### config.mk
export PLATFORM = sky130hd
export DESIGN_NAME = arith_logic_branch_exec
export DESIGN_NICKNAME = d
export VERILOG_FILES = /design/src/hdl/exec_pkg.sv /design/src/hdl/arith_logic_branch_exec.sv /design/src/hdl/sum_unit.sv /design/src/hdl/bcd_unit.sv
export SDC_FILE = /design/constraint.sdc
export NUM_CORES = 1
export LEC_CHECK = 0
export ABC_AREA = 1
export ABC_CLOCK_PERIOD_IN_PS = 2250
export BUFFER_PORTS_ARGS = -buffer_cell sky130_fd_sc_hd__buf_2
export CAP_MARGIN = 30
export CORE_UTILIZATION = 53
export CTS_CLUSTER_SIZE = 40
export DETAILED_ROUTE_END_ITERATION = 16
export PLACE_DENSITY = 0.88
export SYNTH_ARGS = -nofsm -noshare
export SYNTH_HDL_FRONTEND = slang
export SYNTH_SLANG_ARGS = --single-unit
### constraint.sdc
create_clock -name CLK_SYS -period 2.25 [get_ports CLK_SYS]
set_input_delay 0.1125 -clock CLK_SYS [delete_from_list [all_inputs] [get_ports CLK_SYS]]
set_output_delay 0.1125 -clock CLK_SYS [all_outputs]
set_load 0.01 [all_outputs]
### src/hdl/exec_pkg.sv
// Package: opcodes, flag layout, reset values and carriers for the exec slice
// Function
// - Plain sum adds operand to accumulator, result to accumulator, operand kept.
// - Sum with carry also adds the carry flag; plain sum ignores it.
// - Carry set when total exceeds 255, carry out of bit 7.
// - Half carry set when low nibbles plus carry exceed 15.
// - Overflow set when exactly one of carries out of bits 6, 7 occurs.
// - Page jump: low byte from second byte, high bits 0-2 from opcode 5-7.
// - Page jump alters only the lower eleven program counter bits.
// - Kept upper bits come from the address after the two-byte jump.
// - Byte AND writes result to first operand, second operand kept.
// - Compare branches when operands differ, else falls through.
// - Compare sets carry when first operand is unsigned-less than second.
// - Clear zeroes a single bit target or all accumulator bits.
// - Complement toggles a single bit or inverts all accumulator bits.
// - Complementing a port bit uses the output latch, not the pin.
// - Decimal adjust step one adds 0x06 when carry or low nibble above 9.
// - Step two adds 0x60 when carry was set or step one corrected.
// - Decimal adjust sets carry when result exceeds 0x99, else clears.
`default_nettype none
package exec_pkg;
  // ==========================================================
  // Opcodes
  localparam logic [7:0] OP_ADD_IMM   = 8'h24;
  localparam logic [7:0] OP_ADD_DIR   = 8'h25;
  localparam logic [7:0] OP_SUM_WITH_CARRY_IN_IMM  = 8'h34;
  localparam logic [7:0] OP_SUM_WITH_CARRY_IN_DIR  = 8'h35;
  localparam logic [7:0] OP_AND_DIR_A = 8'h52;
  localparam logic [7:0] OP_AND_DIR_I = 8'h53;
  localparam logic [7:0] OP_AND_A_IMM = 8'h54;
  localparam logic [7:0] OP_AND_A_DIR = 8'h55;
  localparam logic [7:0] OP_AND_C_BIT = 8'h82;
  localparam logic [7:0] OP_AND_C_NB  = 8'hB0;
  localparam logic [7:0] OP_CPL_BIT   = 8'hB2;
  localparam logic [7:0] OP_CPL_C     = 8'hB3;
  localparam logic [7:0] OP_CMP_A_IMM = 8'hB4;
  localparam logic [7:0] OP_CMP_A_DIR = 8'hB5;
  localparam logic [7:0] OP_CLR_BIT   = 8'hC2;
  localparam logic [7:0] OP_CLR_C     = 8'hC3;
  localparam logic [7:0] OP_BCD_FIX   = 8'hD4;
  localparam logic [7:0] OP_CLR_A     = 8'hE4;
  localparam logic [7:0] OP_CPL_A     = 8'hF4;
  localparam logic [4:0] PAGE_JUMP_LO = 5'h01;
  // ==========================================================
  // Decimal adjust constants
  localparam logic [3:0] BCD_NIB_MAX  = 4'h9;
  localparam logic [7:0] BCD_LO_FIX   = 8'h06;
  localparam logic [7:0] BCD_HI_FIX   = 8'h60;
  localparam logic [7:0] BCD_MAX      = 8'h99;
  // ==========================================================
  // Program counter split and timing
  localparam int         PAGE_BITS    = 11;
  localparam logic [1:0] CYC_ONE      = 2'h1;
  localparam logic [1:0] CYC_TWO      = 2'h2;
  localparam logic [1:0] LEN_ONE      = 2'h1;
  localparam logic [1:0] LEN_TWO      = 2'h2;
  localparam logic [1:0] LEN_THREE    = 2'h3;
  // ==========================================================
  // Reset values
  localparam logic [7:0]  ACC_RST     = 8'h00;
  localparam logic [15:0] PC_RST      = 16'h0000;

  typedef struct packed {
    logic        carry;
    logic        half_carry_flag;
    logic        signed_overflow_flag;
  } flags_s;

  // Instruction as presented by decode: opcode, bytes, operands
  typedef struct packed {
    logic        valid;
    logic [7:0]  opcode;
    logic [7:0]  immediate_byte;
    logic [7:0]  operand;
    logic        bit_value;
    logic        bit_is_port;
    logic        port_latch;
    logic [7:0]  rel;
    logic [15:0] pc;
  } instr_s;

  // Results returned to the core
  typedef struct packed {
    logic [7:0]  acc;
    flags_s      flags;
    logic        mem_we;
    logic [7:0]  mem_data;
    logic        bit_we;
    logic        bit_data;
    logic        pc_load;
    logic [15:0] pc_next;
    logic [1:0]  length;
    logic [1:0]  cycles;
    logic        done;
  } result_s;
endpackage : exec_pkg
`default_nettype wire

### src/hdl/arith_logic_branch_exec.sv
// Execution datapath for add, page jump, AND, compare, clear, invert, BCD fix
`default_nettype none
module arith_logic_branch_exec (
  input  wire logic             CLK_SYS,
  input  wire logic             RST_B,
  input  wire exec_pkg::instr_s INSTR,
  input  wire logic [7:0]       ACC_IN,
  input  wire exec_pkg::flags_s FLAGS_IN,
  output exec_pkg::result_s     RESULT,
  output logic                  BUSY
);
  // ==========================================================
  // State
  typedef enum logic [0:0] {IDLE, SECOND} phase_e;

  typedef struct packed {
    phase_e            phase;
    logic              busy;
    exec_pkg::result_s res;
    exec_pkg::result_s held;
  } state_s;

  state_s st;
  state_s next_st;

  // ==========================================================
  // Helpers
  function automatic logic is_add(input logic [7:0] op);
    is_add = (op[7:4] == 4'h2 || op[7:4] == 4'h3) &&
             (op[3:0] >= 4'h4);
  endfunction : is_add

  function automatic logic [1:0] op_len(input logic [7:0] op);
    if (op[3:0] == 4'h4 || op[3:0] == 4'h5)
      op_len = exec_pkg::LEN_TWO;
    else
      op_len = exec_pkg::LEN_ONE;
  endfunction : op_len

  // ==========================================================
  // Arithmetic units
  logic [7:0]       sum;
  exec_pkg::flags_s sum_flags;
  logic [7:0]       bcd_acc;
  logic             bcd_c;
  logic             cin;

  // Plain sum drops the carry; with-carry forms feed it in
  assign cin = INSTR.opcode[4] & FLAGS_IN.carry;

  sum_unit u_sum (
    .a     (ACC_IN),
    .b     (INSTR.operand),
    .cin   (cin),
    .sum   (sum),
    .flags (sum_flags)
  );

  bcd_unit u_bcd (
    .acc    (ACC_IN),
    .cin    (FLAGS_IN.carry),
    .result (bcd_acc),
    .cout   (bcd_c)
  );

  // ==========================================================
  // Decode and execute
  logic [15:0] pc_after;
  logic [15:0] pc_after3;
  logic [7:0]  cmp_left;
  logic [7:0]  cmp_right;

  always_comb begin
    next_st       = st;
    next_st.res.done    = 1'b0;
    next_st.res.pc_load = 1'b0;
    next_st.res.mem_we  = 1'b0;
    next_st.res.bit_we  = 1'b0;
    pc_after      = INSTR.pc + 16'h0002;
    pc_after3     = INSTR.pc + 16'h0003;
    cmp_left      = (INSTR.opcode[3:0] >= 4'h6) ?
                    INSTR.operand : ACC_IN;
    cmp_right     = (INSTR.opcode[3:0] == 4'h5) ?
                    INSTR.operand : INSTR.immediate_byte;

    case (st.phase)
      IDLE: begin
        if (INSTR.valid) begin
          next_st.held        = st.res;
          next_st.held.acc    = ACC_IN;
          next_st.held.flags  = FLAGS_IN;
          next_st.held.mem_we = 1'b0;
          next_st.held.bit_we = 1'b0;
          next_st.held.pc_load = 1'b0;
          next_st.held.pc_next = pc_after;
          next_st.held.length  = op_len(INSTR.opcode);
          next_st.held.cycles  = exec_pkg::CYC_ONE;
          next_st.held.done    = 1'b1;
          next_st.held.mem_data = INSTR.operand;
          next_st.held.bit_data = INSTR.bit_value;

          if (is_add(INSTR.opcode)) begin
            next_st.held.acc   = sum;
            next_st.held.flags = sum_flags;
          end else if (INSTR.opcode[4:0] == exec_pkg::PAGE_JUMP_LO) begin
            next_st.held.pc_load = 1'b1;
            next_st.held.pc_next = {pc_after[15:exec_pkg::PAGE_BITS],
                                    INSTR.opcode[7:5],
                                    INSTR.immediate_byte};
            next_st.held.length  = exec_pkg::LEN_TWO;
            next_st.held.cycles  = exec_pkg::CYC_TWO;
          end else if (INSTR.opcode[7:4] == 4'h5 &&
                       INSTR.opcode[3:0] >= 4'h2) begin
            case (INSTR.opcode)
              exec_pkg::OP_AND_DIR_A: begin
                next_st.held.mem_we   = 1'b1;
                next_st.held.length   = exec_pkg::LEN_TWO;
                next_st.held.mem_data = INSTR.operand & ACC_IN;
              end
              exec_pkg::OP_AND_DIR_I: begin
                next_st.held.mem_we   = 1'b1;
                next_st.held.mem_data = INSTR.operand &
                                        INSTR.immediate_byte;
                next_st.held.length   = exec_pkg::LEN_THREE;
                next_st.held.cycles   = exec_pkg::CYC_TWO;
              end
              exec_pkg::OP_AND_A_IMM:
                next_st.held.acc = ACC_IN & INSTR.immediate_byte;
              default:
                next_st.held.acc = ACC_IN & INSTR.operand;
            endcase
            if (INSTR.opcode == exec_pkg::OP_AND_DIR_I ||
                INSTR.opcode == exec_pkg::OP_AND_DIR_A)
              next_st.held.acc = ACC_IN;
            if (INSTR.opcode[3:0] >= 4'h6)
              next_st.held.length = exec_pkg::LEN_ONE;
          end else if (INSTR.opcode[7:4] == 4'hB &&
                       INSTR.opcode[3:0] >= 4'h4) begin
            // Compare: carry updated whether or not the branch is taken
            next_st.held.flags.carry = cmp_left < cmp_right;
            next_st.held.pc_next = pc_after3;
            if (cmp_left != cmp_right) begin
              next_st.held.pc_load = 1'b1;
              next_st.held.pc_next = pc_after3 +
                                     {{8{INSTR.rel[7]}}, INSTR.rel};
            end
            next_st.held.length = exec_pkg::LEN_THREE;
            next_st.held.cycles = exec_pkg::CYC_TWO;
          end else begin
            case (INSTR.opcode)
              exec_pkg::OP_AND_C_BIT:
                next_st.held.flags.carry = FLAGS_IN.carry &
                                           INSTR.bit_value;
              exec_pkg::OP_AND_C_NB:
                next_st.held.flags.carry = FLAGS_IN.carry &
                                           ~INSTR.bit_value;
              exec_pkg::OP_CLR_BIT: begin
                next_st.held.bit_we   = 1'b1;
                next_st.held.bit_data = 1'b0;
              end
              exec_pkg::OP_CLR_C:
                next_st.held.flags.carry = 1'b0;
              exec_pkg::OP_CLR_A:
                next_st.held.acc = 8'h00;
              exec_pkg::OP_CPL_BIT: begin
                next_st.held.bit_we   = 1'b1;
                // Port bits use the latch so a loaded pin cannot flip it
                next_st.held.bit_data = INSTR.bit_is_port ?
                                        ~INSTR.port_latch :
                                        ~INSTR.bit_value;
              end
              exec_pkg::OP_CPL_C:
                next_st.held.flags.carry = ~FLAGS_IN.carry;
              exec_pkg::OP_CPL_A:
                next_st.held.acc = ACC_IN ^ 8'hFF;
              exec_pkg::OP_BCD_FIX: begin
                next_st.held.acc = bcd_acc;
                next_st.held.flags.carry = bcd_c;
              end
              default:
                next_st.held.done = 1'b0;
            endcase
            next_st.held.length =
              (INSTR.opcode == exec_pkg::OP_CLR_BIT ||
               INSTR.opcode == exec_pkg::OP_CPL_BIT ||
               INSTR.opcode == exec_pkg::OP_AND_C_BIT ||
               INSTR.opcode == exec_pkg::OP_AND_C_NB) ?
              exec_pkg::LEN_TWO : exec_pkg::LEN_ONE;
          end

          // Two-cycle forms hold their result until the second cycle
          if (next_st.held.cycles == exec_pkg::CYC_TWO) begin
            next_st.phase = SECOND;
          end else begin
            next_st.res = next_st.held;
          end
        end
      end
      SECOND: begin
        next_st.res   = st.held;
        next_st.phase = IDLE;
      end
      default: next_st.phase = IDLE;
    endcase
    // Busy kept as its own state bit so the output needs no decode
    next_st.busy = (next_st.phase == SECOND);
  end

  always_ff @(posedge CLK_SYS) begin
    if (!RST_B) begin
      st          <= '0;
      st.phase    <= IDLE;
      st.res.acc  <= exec_pkg::ACC_RST;
      st.res.pc_next <= exec_pkg::PC_RST;
    end else begin
      st <= next_st;
    end
  end

  // ==========================================================
  // Outputs
  assign RESULT = st.res;
  assign BUSY   = st.busy;
endmodule : arith_logic_branch_exec
`default_nettype wire

### src/hdl/sum_unit.sv
// Sum unit: 8-bit add with carry, half carry and overflow
`default_nettype none
module sum_unit (
  input  wire logic [7:0]   a,
  input  wire logic [7:0]   b,
  input  wire logic         cin,
  output logic [7:0]        sum,
  output exec_pkg::flags_s  flags
);
  logic [4:0] lo;
  logic [7:0] lo7;
  logic [8:0] full;

  always_comb begin
    lo    = {1'b0, a[3:0]} + {1'b0, b[3:0]} + {4'h0, cin};
    lo7   = {1'b0, a[6:0]} + {1'b0, b[6:0]} + {7'h00, cin};
    full  = {1'b0, a} + {1'b0, b} + {8'h00, cin};
    sum   = full[7:0];
    flags.carry                = full[8];
    flags.half_carry_flag      = lo[4];
    flags.signed_overflow_flag = full[8] ^ lo7[7];
  end
endmodule : sum_unit
`default_nettype wire

### src/hdl/bcd_unit.sv
// Decimal adjust unit for the accumulator
`default_nettype none
module bcd_unit (
  input  wire logic [7:0] acc,
  input  wire logic       cin,
  output logic [7:0]      result,
  output logic            cout
);
  logic       step1;
  logic [8:0] s1;
  logic [8:0] s2;

  always_comb begin
    step1  = cin || (acc[3:0] > exec_pkg::BCD_NIB_MAX);
    s1     = {1'b0, acc} + (step1 ? {1'b0, exec_pkg::BCD_LO_FIX} : 9'h000);
    s2     = s1 + ((cin || step1) ?
             {1'b0, exec_pkg::BCD_HI_FIX} : 9'h000);
    result = s2[7:0];
    // Compares the full adjusted total so a wrap past 0xFF still sets carry
    cout   = s2 > {1'b0, exec_pkg::BCD_MAX};
  end
endmodule : bcd_unit
`default_nettype wire

==> impl_metrics.py, run 1 <==
metrics = {
    "outcome": {
        "run_status": "completed",
    },
    "critical_path": {
        "worstPathCellList": "clkbuf_4 > buf_6 > nand2_1 > nor2_4 > nand2_2 > xor2_1 > inv_1 > ha_1 > a21oi_1 > nand2_1 > inv_1 > nor2_1 > o21ai_0 > nand3_1 > nand3_1 > a21oi_2",
        "crit_start": "INSTR[2]",
        "start_kind": "primary input",
        "rr_endpoint": "RESULT[0]",
        "required_ps": 2480,
        "crit_slowest_cell": "ha_1",
        "arrival_ps": 2450,
        "crit_type": "in -> reg",
        "cp-endpoint": "RESULT[12]",
        "path_depth": 16,
        "end_kind": "register",
        "timing.rr.start": "BUSY",
        "crit_buf_inv": 4,
        "crit_family": "simple AND/OR/NAND/NOR gates",
        "reg2regPathDepth": 6,
        "crit_path_max_fanout": 4,
        "cp_slowest_stage_delay_ps": 330,
        "rrSetupSlack_ps": 490,
    },
    "sta": {
        "hold_viol": 0,
        "fin_crit_ps": 2220,
        "setup_viol": 0,
        "relSlewSlack_pct": 60.8,
        "rsz0062_at_grt": "yes",
        "fin_skew_ps": 7.54,
        "whs_ps": 184,
        "period_share_pct": 98.8,
        "fmax_ghz": 0.450,
        "tns_ps": 0,
        "worst_slack_ps": 27.6,
        "slew_violations": 0,
        "tightestPinTransition_ps": 582,
    },
    "finish": {
        "antenna_cells": 0,
        "drive_gt1_share_pct": 25.4,
        "area_growth_pct": 24.3,
        "nets": 1453,
        "fill_cells": 1262,
        "instances_no_fill": 1531,
    },
    "power_and_ir_drop": {
        "ir_drop_mv": 0.419,
        "p_leak_nw": 4.81,
        "power.density_nw_per_um2": 510,
        "power_mw": 4.84,
    },
    "detailed_routing": {
        "ant_nets": 0,
        "firstDrtPassIters": 5,
        "drt_wl_total_um": 24800,
        "wire_per_inst_um": 16.2,
        "vias": 8649,
        "drt_first_iter_violations": 1032,
        "drcViolationCount": 0,
        "viasPerCell": 5.65,
    },
    "clock_network": {
        "clockBufferDepth": 2,
        "cts.hold.buffers_added": 0,
        "cts_sinks": 89,
        "clk_pin_slew_ps": 70,
        "tritoncts.num_buffers": 9,
        "htreeDepth": 3,
        "clk-insertion-delay-late_ps": 340,
        "cts_tree": "yes",
        "ctsRootBufferMaster": "clkbuf_16",
    },
    "global_routing": {
        "antenna_found_initial": 0,
        "track_usage_pct": 32.7,
        "grt_pass1_wl_um": 38200,
        "grt_max_degree": 46,
        "grt_pass1_vias": 7640,
        "grt-ovfl-total": 0,
    },
    "place": {
        "dp_hpwl_um": 18700,
        "io_buffers": 109,
        "dp.cells": 1511,
        "dpl_worst_slack_ps": -400,
        "gp_congestion": 1.06,
    },
    "floorplanning": {
        "die_x_um": 122,
        "die_h_um": 122,
        "io_pins": 110,
        "initial_core_util_pct": 54.6,
        "die_area_um2": 14900,
        "core-area_um2": 14000,
        "core.rowCount": 43,
    },
    "logic_synthesis": {
        "synth.most_common_cell": "nand2_1",
        "ys_top_cells_by_area": "dfxtp_1 (23%), nand2_1 (13%), inv_1 (8.4%)",
        "synthFlopType": "dfxtp_1",
        "syn_avg_cell_area_um2": 6.41,
        "synth_edf_count": 0,
        "synth.top_cell.area_share_pct": 23.3,
        "ys_seq_elements": 89,
        "synth_cell_type_count": 49,
        "async_flop_share_pct": 0,
        "synth_common_cells": "nand2_1 (271), inv_1 (171), a21oi_1 (94)",
        "ys_seq_area_share_pct": 23.3,
        "syn-cell-area_um2": 7630,
        "syn_nets": 1298,
        "syn_inst": 1191,
        "ys_warn_count": 0,
        "synth_top_cell_by_area": "dfxtp_1",
    },
    "hold_path": {
        "min_path_type": "in -> reg",
        "min-delay-start": "FLAGS_IN[1]",
    },
    "flow_run": {
        "cap_violations": 0,
    },
}
per-layer routing:
layer	wire length [um]	up-vias	GRT usage, %
met5	0	-	0
met4	548	0	9.41
met3	2220	50	3.18
met2	11200	438	51.4
met1	10800	3975	47.0
li1	-	4186	-
registers in the layout, summed over array words and instances, names as in the netlist:
| name | flops |
|---|---|
| RESULT | 44 |
| BUSY | 1 |
| st | 44 |
worst min-delay path: stages:
cell     delay [ps]
buf_2            80
o21ai_0         150
a21oi_1         150
where the power goes:
group | switching (mW) | internal [mW]
registers | 0.0582 | 1.69
clock network | 0.684 | 0.805
logic | 0.940 | 0.666
total | 1.68 | 3.16
cell usage in the layout, fill, tap and decap left out, types with 11 or more instances in the layout:
cell,Yosys,final
nand2_1,271,261
inv_1,171,165
buf_4,48,116
buf_2,10,107
dfxtp_1,89,89
a21oi_1,94,88
nand3_1,79,78
o21ai_0,83,78
nor2_1,80,71
ha_1,38,28
o211ai_1,27,27
xor2_1,23,19
o21ai_1,12,15
nand4_1,15,15
inv_2,9,14
a21oi_2,8,14
a31oi_1,11,11
a22o_1,11,11
final cells by class:
type | instances | area (um^2) | share of cell area [%]
Clock buffer | 10 | 239 | 2.52
Inverter | 184 | 696 | 7.33
Multi-Input combinational cell | 830 | 4960 | 52.3
Clock inverter | 6 | 55.1 | 0.580
Tap cell | 180 | 225 | 2.37
Timing Repair Buffer | 232 | 1530 | 16.1
Sequential cell | 89 | 1780 | 18.8
repair_timing:
action,in CTS,in global routing
pin swaps,0,30
endpoints found under the setup margin,4,30
buffers inserted,0,4
resized for setup,3,75
how the worst min path moves through the flow:
stage | endpoint | slack (ps) | depth (start not counted)
CTS | st[33] | 170 | 4
global placement | RESULT[21] | 440 | 2
detailed placement | RESULT[21] | 440 | 2
finish | st[34] | 180 | 3
global route | st[34] | 200 | 3
floorplan | st[34] | 350 | 2
logic make-up after synthesis:
kind of cell | Yosys count | synth area share, %
simple gates | 478 | 27.9
mux | 1 | 0.148
compound gates | 275 | 21.3
flops | 89 | 23.3
xor+xnor | 34 | 3.90
fa+ha+maj | 42 | 7.28
buf+inv | 272 | 16.1
per-stage QoR:
step,util (%),area [um^2]
3_5_place_dp,63.0,8810
2_1_floorplan,-,7650
5_1_grt,67.8,9490
6_report,67.8,9490
3_3_place_gp,63.0,8810
4_1_cts,65.2,9120
(Power assumes the default switching activity.)
==> run 2: changes to the inputs <==
--- a/config.mk
+++ b/config.mk
@@ -9,6 +9,7 @@
 export ABC_CLOCK_PERIOD_IN_PS = 2250
 export BUFFER_PORTS_ARGS = -buffer_cell sky130_fd_sc_hd__buf_2
 export CAP_MARGIN = 30
+export CORE_ASPECT_RATIO = 1.5
 export CORE_UTILIZATION = 53
 export CTS_CLUSTER_SIZE = 40
 export DETAILED_ROUTE_END_ITERATION = 16
==> impl_metrics.py, run 2 (synthesized netlist as in run 1, its figures left out) <==
metrics = {
    "global_routing": {
        "track_usage_pct": 32.1,
        "antenna_found_initial": 0,
        "grt_max_degree": 48,
        "grt_pass1_vias": 8042,
        "grt_pass1_wl_um": 37500,
        "grt-ovfl-total": 0,
    },
    "clock_network": {
        "tritoncts.num_buffers": 9,
        "cts_sinks": 89,
        "clockBufferDepth": 2,
        "clk-insertion-delay-late_ps": 350,
        "cts_tree": "yes",
        "clk_pin_slew_ps": 70,
        "htreeDepth": 3,
        "ctsRootBufferMaster": "clkbuf_16",
    },
    "finish": {
        "final-seq-area_um2": 1780,
        "nets": 1449,
        "antenna_cells": 0,
        "area_growth_pct": 24.2,
        "final_common_cell": "nand2_1",
        "fill_cells": 1196,
        "multiInputGateArea_um2": 4990,
        "mostFrequentLayoutCells": "nand2_1 (260), inv_1 (168), buf_4 (115)",
        "drive_gt1_share_pct": 25.8,
    },
    "floorplanning": {
        "core-area_um2": 14100,
        "initial_core_util_pct": 54.3,
        "core.rowCount": 53,
        "die_x_um": 100,
        "die_h_um": 149,
        "io_pins": 110,
        "die_area_um2": 14900,
    },
    "flow_run": {
        "cap_violations": 0,
    },
    "sta": {
        "slew_violations": 0,
        "worst_slack_ps": -19.0,
        "tns_ps": -19.0,
        "fin_skew_ps": 5.19,
        "period_share_pct": 101,
        "tightestPinTransition_ps": 698,
        "rsz0062_at_grt": "yes",
        "fmax_ghz": 0.441,
        "setup_viol": 1,
        "hold_viol": 0,
        "relSlewSlack_pct": 53.0,
        "fin_crit_ps": 2270,
    },
    "detailed_routing": {
        "ant_nets": 0,
        "drt_wl_total_um": 25400,
        "viasPerCell": 5.73,
        "wl_met1_um": 8690,
        "drt_first_iter_violations": 730,
        "firstDrtPassIters": 7,
        "drcViolationCount": 0,
        "wire_per_inst_um": 16.5,
        "vias": 8815,
        "maxUsedRoutingLayer": "met4",
        "wl_met3_um": 1550,
        "dr_wl_met2_um": 13200,
    },
    "critical_path": {
        "end_kind": "register",
        "arrival_ps": 2560,
        "crit_path_max_fanout": 4,
        "required_ps": 2540,
        "start_kind": "primary input",
        "crit_type": "in -> reg",
    },
    "place": {
        "dp_hpwl_um": 19100,
        "io_buffers": 109,
        "gp_congestion": 1.01,
        "dpl_worst_slack_ps": -402,
    },
    "power_and_ir_drop": {
        "power.density_nw_per_um2": 508,
        "ir_drop_mv": 0.435,
        "p_leak_nw": 4.78,
    },
    "outcome": {
        "run_status": "finished with violations",
        "failed_checks": "setup timing",
    },
    "hold_path": {
        "min_path_type": "in -> reg",
    },
}
==> run 2: changes by cell type in the layout (fill, tap and decap cells not counted), moves of 3 or more <==
cell / change
ha_1: -3
o21ai_0: -4
o21ai_1: +3
ha_2: +3
inv_1: +3
a21oi_1: -4
nand2_2: +4
buf_6: -5
a21oi_2: +3
nand2_4: -3
==> run 2: worst paths after layout <==
path                                   from          to  slack, ps  cells after the start
worst max-delay path               INSTR[1]  RESULT[18]        -20                     19
worst min-delay path            FLAGS_IN[0]      st[33]        190                      4
worst max register to register         BUSY  RESULT[22]        350                      8
worst min register to register       st[21]  RESULT[21]        440                      2
==> run 2: per-stage QoR <==
step / hold slack [ps] / std cells / area [um^2] / utilization [%] / total power [mW]
floorplan: 348 / 1191 / 7650 / - / 2.70
global placement: 424 / 1518 / 8800 / 62.6 / 3.18
detailed placement: 423 / 1518 / 8800 / 62.6 / 3.22
CTS: 184 / 1534 / 9100 / 64.7 / 4.65
global route: 222 / 1539 / 9480 / 67.4 / 5.06
finish: 191 / 1539 / 9480 / 67.4 / 4.82
==> run 2: per-layer routing <==
| metal | up-vias | track usage (%) |
|---|---|---|
| li1 | 4175 | - |
| met1 | 4030 | 32.4 |
| met2 | 461 | 58.8 |
| met3 | 149 | 4.36 |
| met4 | 0 | 24.6 |
| met5 | - | 0 |
==> run 2: layout make-up <==
cell class              instances  area share, %
multi-input cells             830           52.6
repair buffers                228           15.7
clock buffers                  10           2.52
well taps                     192           2.53
flip-flops and latches         89           18.8
inverters                     184           7.31
clock inverters                 6          0.515
==> run 2: repair_timing <==
| action | 4_1_cts | 5_1_grt |
|---|---|---|
| hold buffers | 0 | 0 |
| cloned | 0 | 0 |
| gates resized for setup | 3 | 75 |
| buffers inserted | 0 | 5 |
| pin swaps | 0 | 22 |
| endpoints found under the setup margin | 5 | 27 |
==> run 2: power breakdown <==
group | internal [mW] | switching, mW
registers | 1.69 | 0.0618
logic | 0.665 | 0.948
clock network | 0.794 | 0.666
total | 3.15 | 1.68
==> run 2: critical path: stages <==
cell	delay, ps
buf_2	110
inv_2	40
ha_2	200
nor2_2	120
nand2_1	100
inv_2	80
nand2_1	100
xor2_2	160
inv_1	130
ha_4	240
a21oi_2	190
o21ai_0	130
a21oi_1	240
nand2_1	100
nand2_1	80
nand3_1	90
nand3_1	130
nand3_1	90
a21oi_2	130
==> run 3: changes to the inputs <==
--- a/config.mk
+++ b/config.mk
@@ -9,11 +9,13 @@
 export ABC_CLOCK_PERIOD_IN_PS = 2250
 export BUFFER_PORTS_ARGS = -buffer_cell sky130_fd_sc_hd__buf_2
 export CAP_MARGIN = 30
+export CELL_PAD_IN_SITES_DETAIL_PLACEMENT = 0
+export CELL_PAD_IN_SITES_GLOBAL_PLACEMENT = 1
 export CORE_ASPECT_RATIO = 1.5
-export CORE_UTILIZATION = 53
+export CORE_UTILIZATION = 37
 export CTS_CLUSTER_SIZE = 40
 export DETAILED_ROUTE_END_ITERATION = 16
-export PLACE_DENSITY = 0.88
+export PLACE_DENSITY = 0.87
 export SYNTH_ARGS = -nofsm -noshare
 export SYNTH_HDL_FRONTEND = slang
 export SYNTH_SLANG_ARGS = --single-unit
==> impl_metrics.py, run 3 (synthesized netlist as in run 1, its figures left out) <==
metrics = {
    "detailed_routing": {
        "drt_first_iter_violations": 496,
        "drt_wl_total_um": 25800,
        "vias": 8346,
        "ant_nets": 0,
        "drcViolationCount": 0,
        "firstDrtPassIters": 6,
        "wire_per_inst_um": 15.9,
        "viasPerCell": 5.15,
    },
    "clock_network": {
        "tritoncts.num_buffers": 9,
        "htreeDepth": 3,
        "cts_tree": "yes",
        "ctsRootBufferMaster": "clkbuf_16",
        "clockBufferDepth": 2,
        "clk-insertion-delay-late_ps": 340,
        "clk_pin_slew_ps": 60,
        "cts_sinks": 89,
    },
    "critical_path": {
        "required_ps": 2520,
        "crit_type": "in -> reg",
        "arrival_ps": 2420,
        "end_kind": "register",
        "start_kind": "primary input",
        "crit_path_max_fanout": 6,
        "rrSetupSlack_ps": 360,
    },
    "power_and_ir_drop": {
        "power_frac_seq_pct": 35.8,
        "power.density_nw_per_um2": 503,
        "combPwrFrac_pct": 33.6,
        "netSwitchingFraction_pct": 33.7,
        "internal-power_mw": 3.24,
        "switching_power_mw": 1.64,
        "clockPowerShare_pct": 30.6,
        "p_leak_nw": 4.85,
        "ir_drop_mv": 0.372,
    },
    "flow_run": {
        "cap_violations": 0,
    },
    "finish": {
        "final_area_um2": 9710,
        "antenna_cells": 0,
        "drive_gt1_share_pct": 27.1,
        "fill_cells": 2160,
        "mostFrequentLayoutCells": "nand2_1 (256), inv_1 (166), buf_4 (128)",
        "instances_no_fill": 1621,
        "area_growth_pct": 27.3,
        "nets": 1460,
        "final_common_cell": "nand2_1",
    },
    "place": {
        "dpl_cell_area_um2": 8940,
        "io_buffers": 109,
        "dp_hpwl_um": 20400,
        "dp.cells": 1601,
        "gp_congestion": 0.951,
    },
    "sta": {
        "relSlewSlack_pct": 61.2,
        "tightestPinTransition_ps": 576,
        "fmax_ghz": 0.465,
        "period_share_pct": 95.5,
        "fin_skew_ps": 5.64,
        "fin_crit_ps": 2150,
        "hold_viol": 0,
        "slew_violations": 0,
        "rsz0062_at_grt": "yes",
        "setup_viol": 0,
    },
    "global_routing": {
        "grt_pass1_vias": 7921,
        "antenna_found_initial": 0,
        "grt-ovfl-total": 0,
        "grt_max_degree": 37,
        "track_usage_pct": 23.7,
        "grt_pass1_wl_um": 39200,
    },
    "floorplanning": {
        "core-area_um2": 20300,
        "initial_core_util_pct": 37.5,
        "die_x_um": 119,
        "die_h_um": 178,
        "io_pins": 110,
        "core.rowCount": 64,
        "die_area_um2": 21200,
    },
    "outcome": {
        "run_status": "completed",
    },
    "hold_path": {
        "min_path_type": "in -> reg",
    },
}
[run 3: power groups by stage]
stage	registers, mW	clock network (mW)	logic (mW)
after global placement	1.78	0	1.45
final	1.75	1.50	1.64
after global routing	1.76	1.57	1.81
after CTS	1.75	1.52	1.48
after detailed placement	1.78	0	1.47
after floorplan	1.76	0	0.942
[run 3: final cells by class]
cell class                 instances  area, um^2  area share [%]
clock buffer                       9         225            2.32
inverter                         184         696            7.16
tap                              264         330            3.40
multi-input combinational        830        5070            52.2
clock inverter                     6        68.8           0.708
sequential                        89        1780            18.3
timing repair buffer             239        1540            15.9
[run 3: timing repair]
action,CTS,global route
gates resized for setup,3,98
endpoints found under the setup margin,5,29
hold buffers,0,0
gates cloned,0,1
buffers inserted,0,4
pin swaps,1,32
[run 3: critical path: stages]
cell	delay, ps
buf_2	110
inv_1	90
o21ai_4	220
buf_6	150
buf_4	130
nor2_1	40
a21oi_1	140
ha_1	250
nand2_1	70
nor2_2	50
nand2_4	70
buf_4	150
nand2_1	140
o21ai_0	110
o21ai_0	100
o211ai_1	140
nand3_1	150
a21oi_1	160
[run 3: per-layer routing]
layer | GRT usage (%) | vias to the layer above | share of wire (%)
met3 | 2.12 | 66 | 3.6
met1 | 25.1 | 3879 | 38
li1 | - | 4183 | -
met2 | 45.9 | 218 | 54
met5 | 0 | - | 0
met4 | 11.9 | 0 | 4.3
[run 3: final timing paths]
check | startpoint | to | depth (start not counted)
worst max-delay path | INSTR[44] | RESULT[10] | 18
worst min-delay path | FLAGS_IN[0] | st[33] | 4
worst max register to register | BUSY | RESULT[22] | 8
worst min register to register | st[21] | RESULT[21] | 2
[run 3: stage by stage]
step | power [mW] | setup TNS (ps) | hold slack (ps) | utilization, % | setup WS (ps)
global placement | 3.23 | -7300 | 425 | 43.9 | -340
global route | 5.14 | -311 | 150 | 47.8 | -54.4
floorplan | 2.70 | 0 | 348 | - | 16.9
CTS | 4.74 | 0 | 128 | 45.4 | 1.12
detailed placement | 3.25 | -8470 | 427 | 43.9 | -412
finish | 4.88 | 0 | 137 | 47.8 | 101
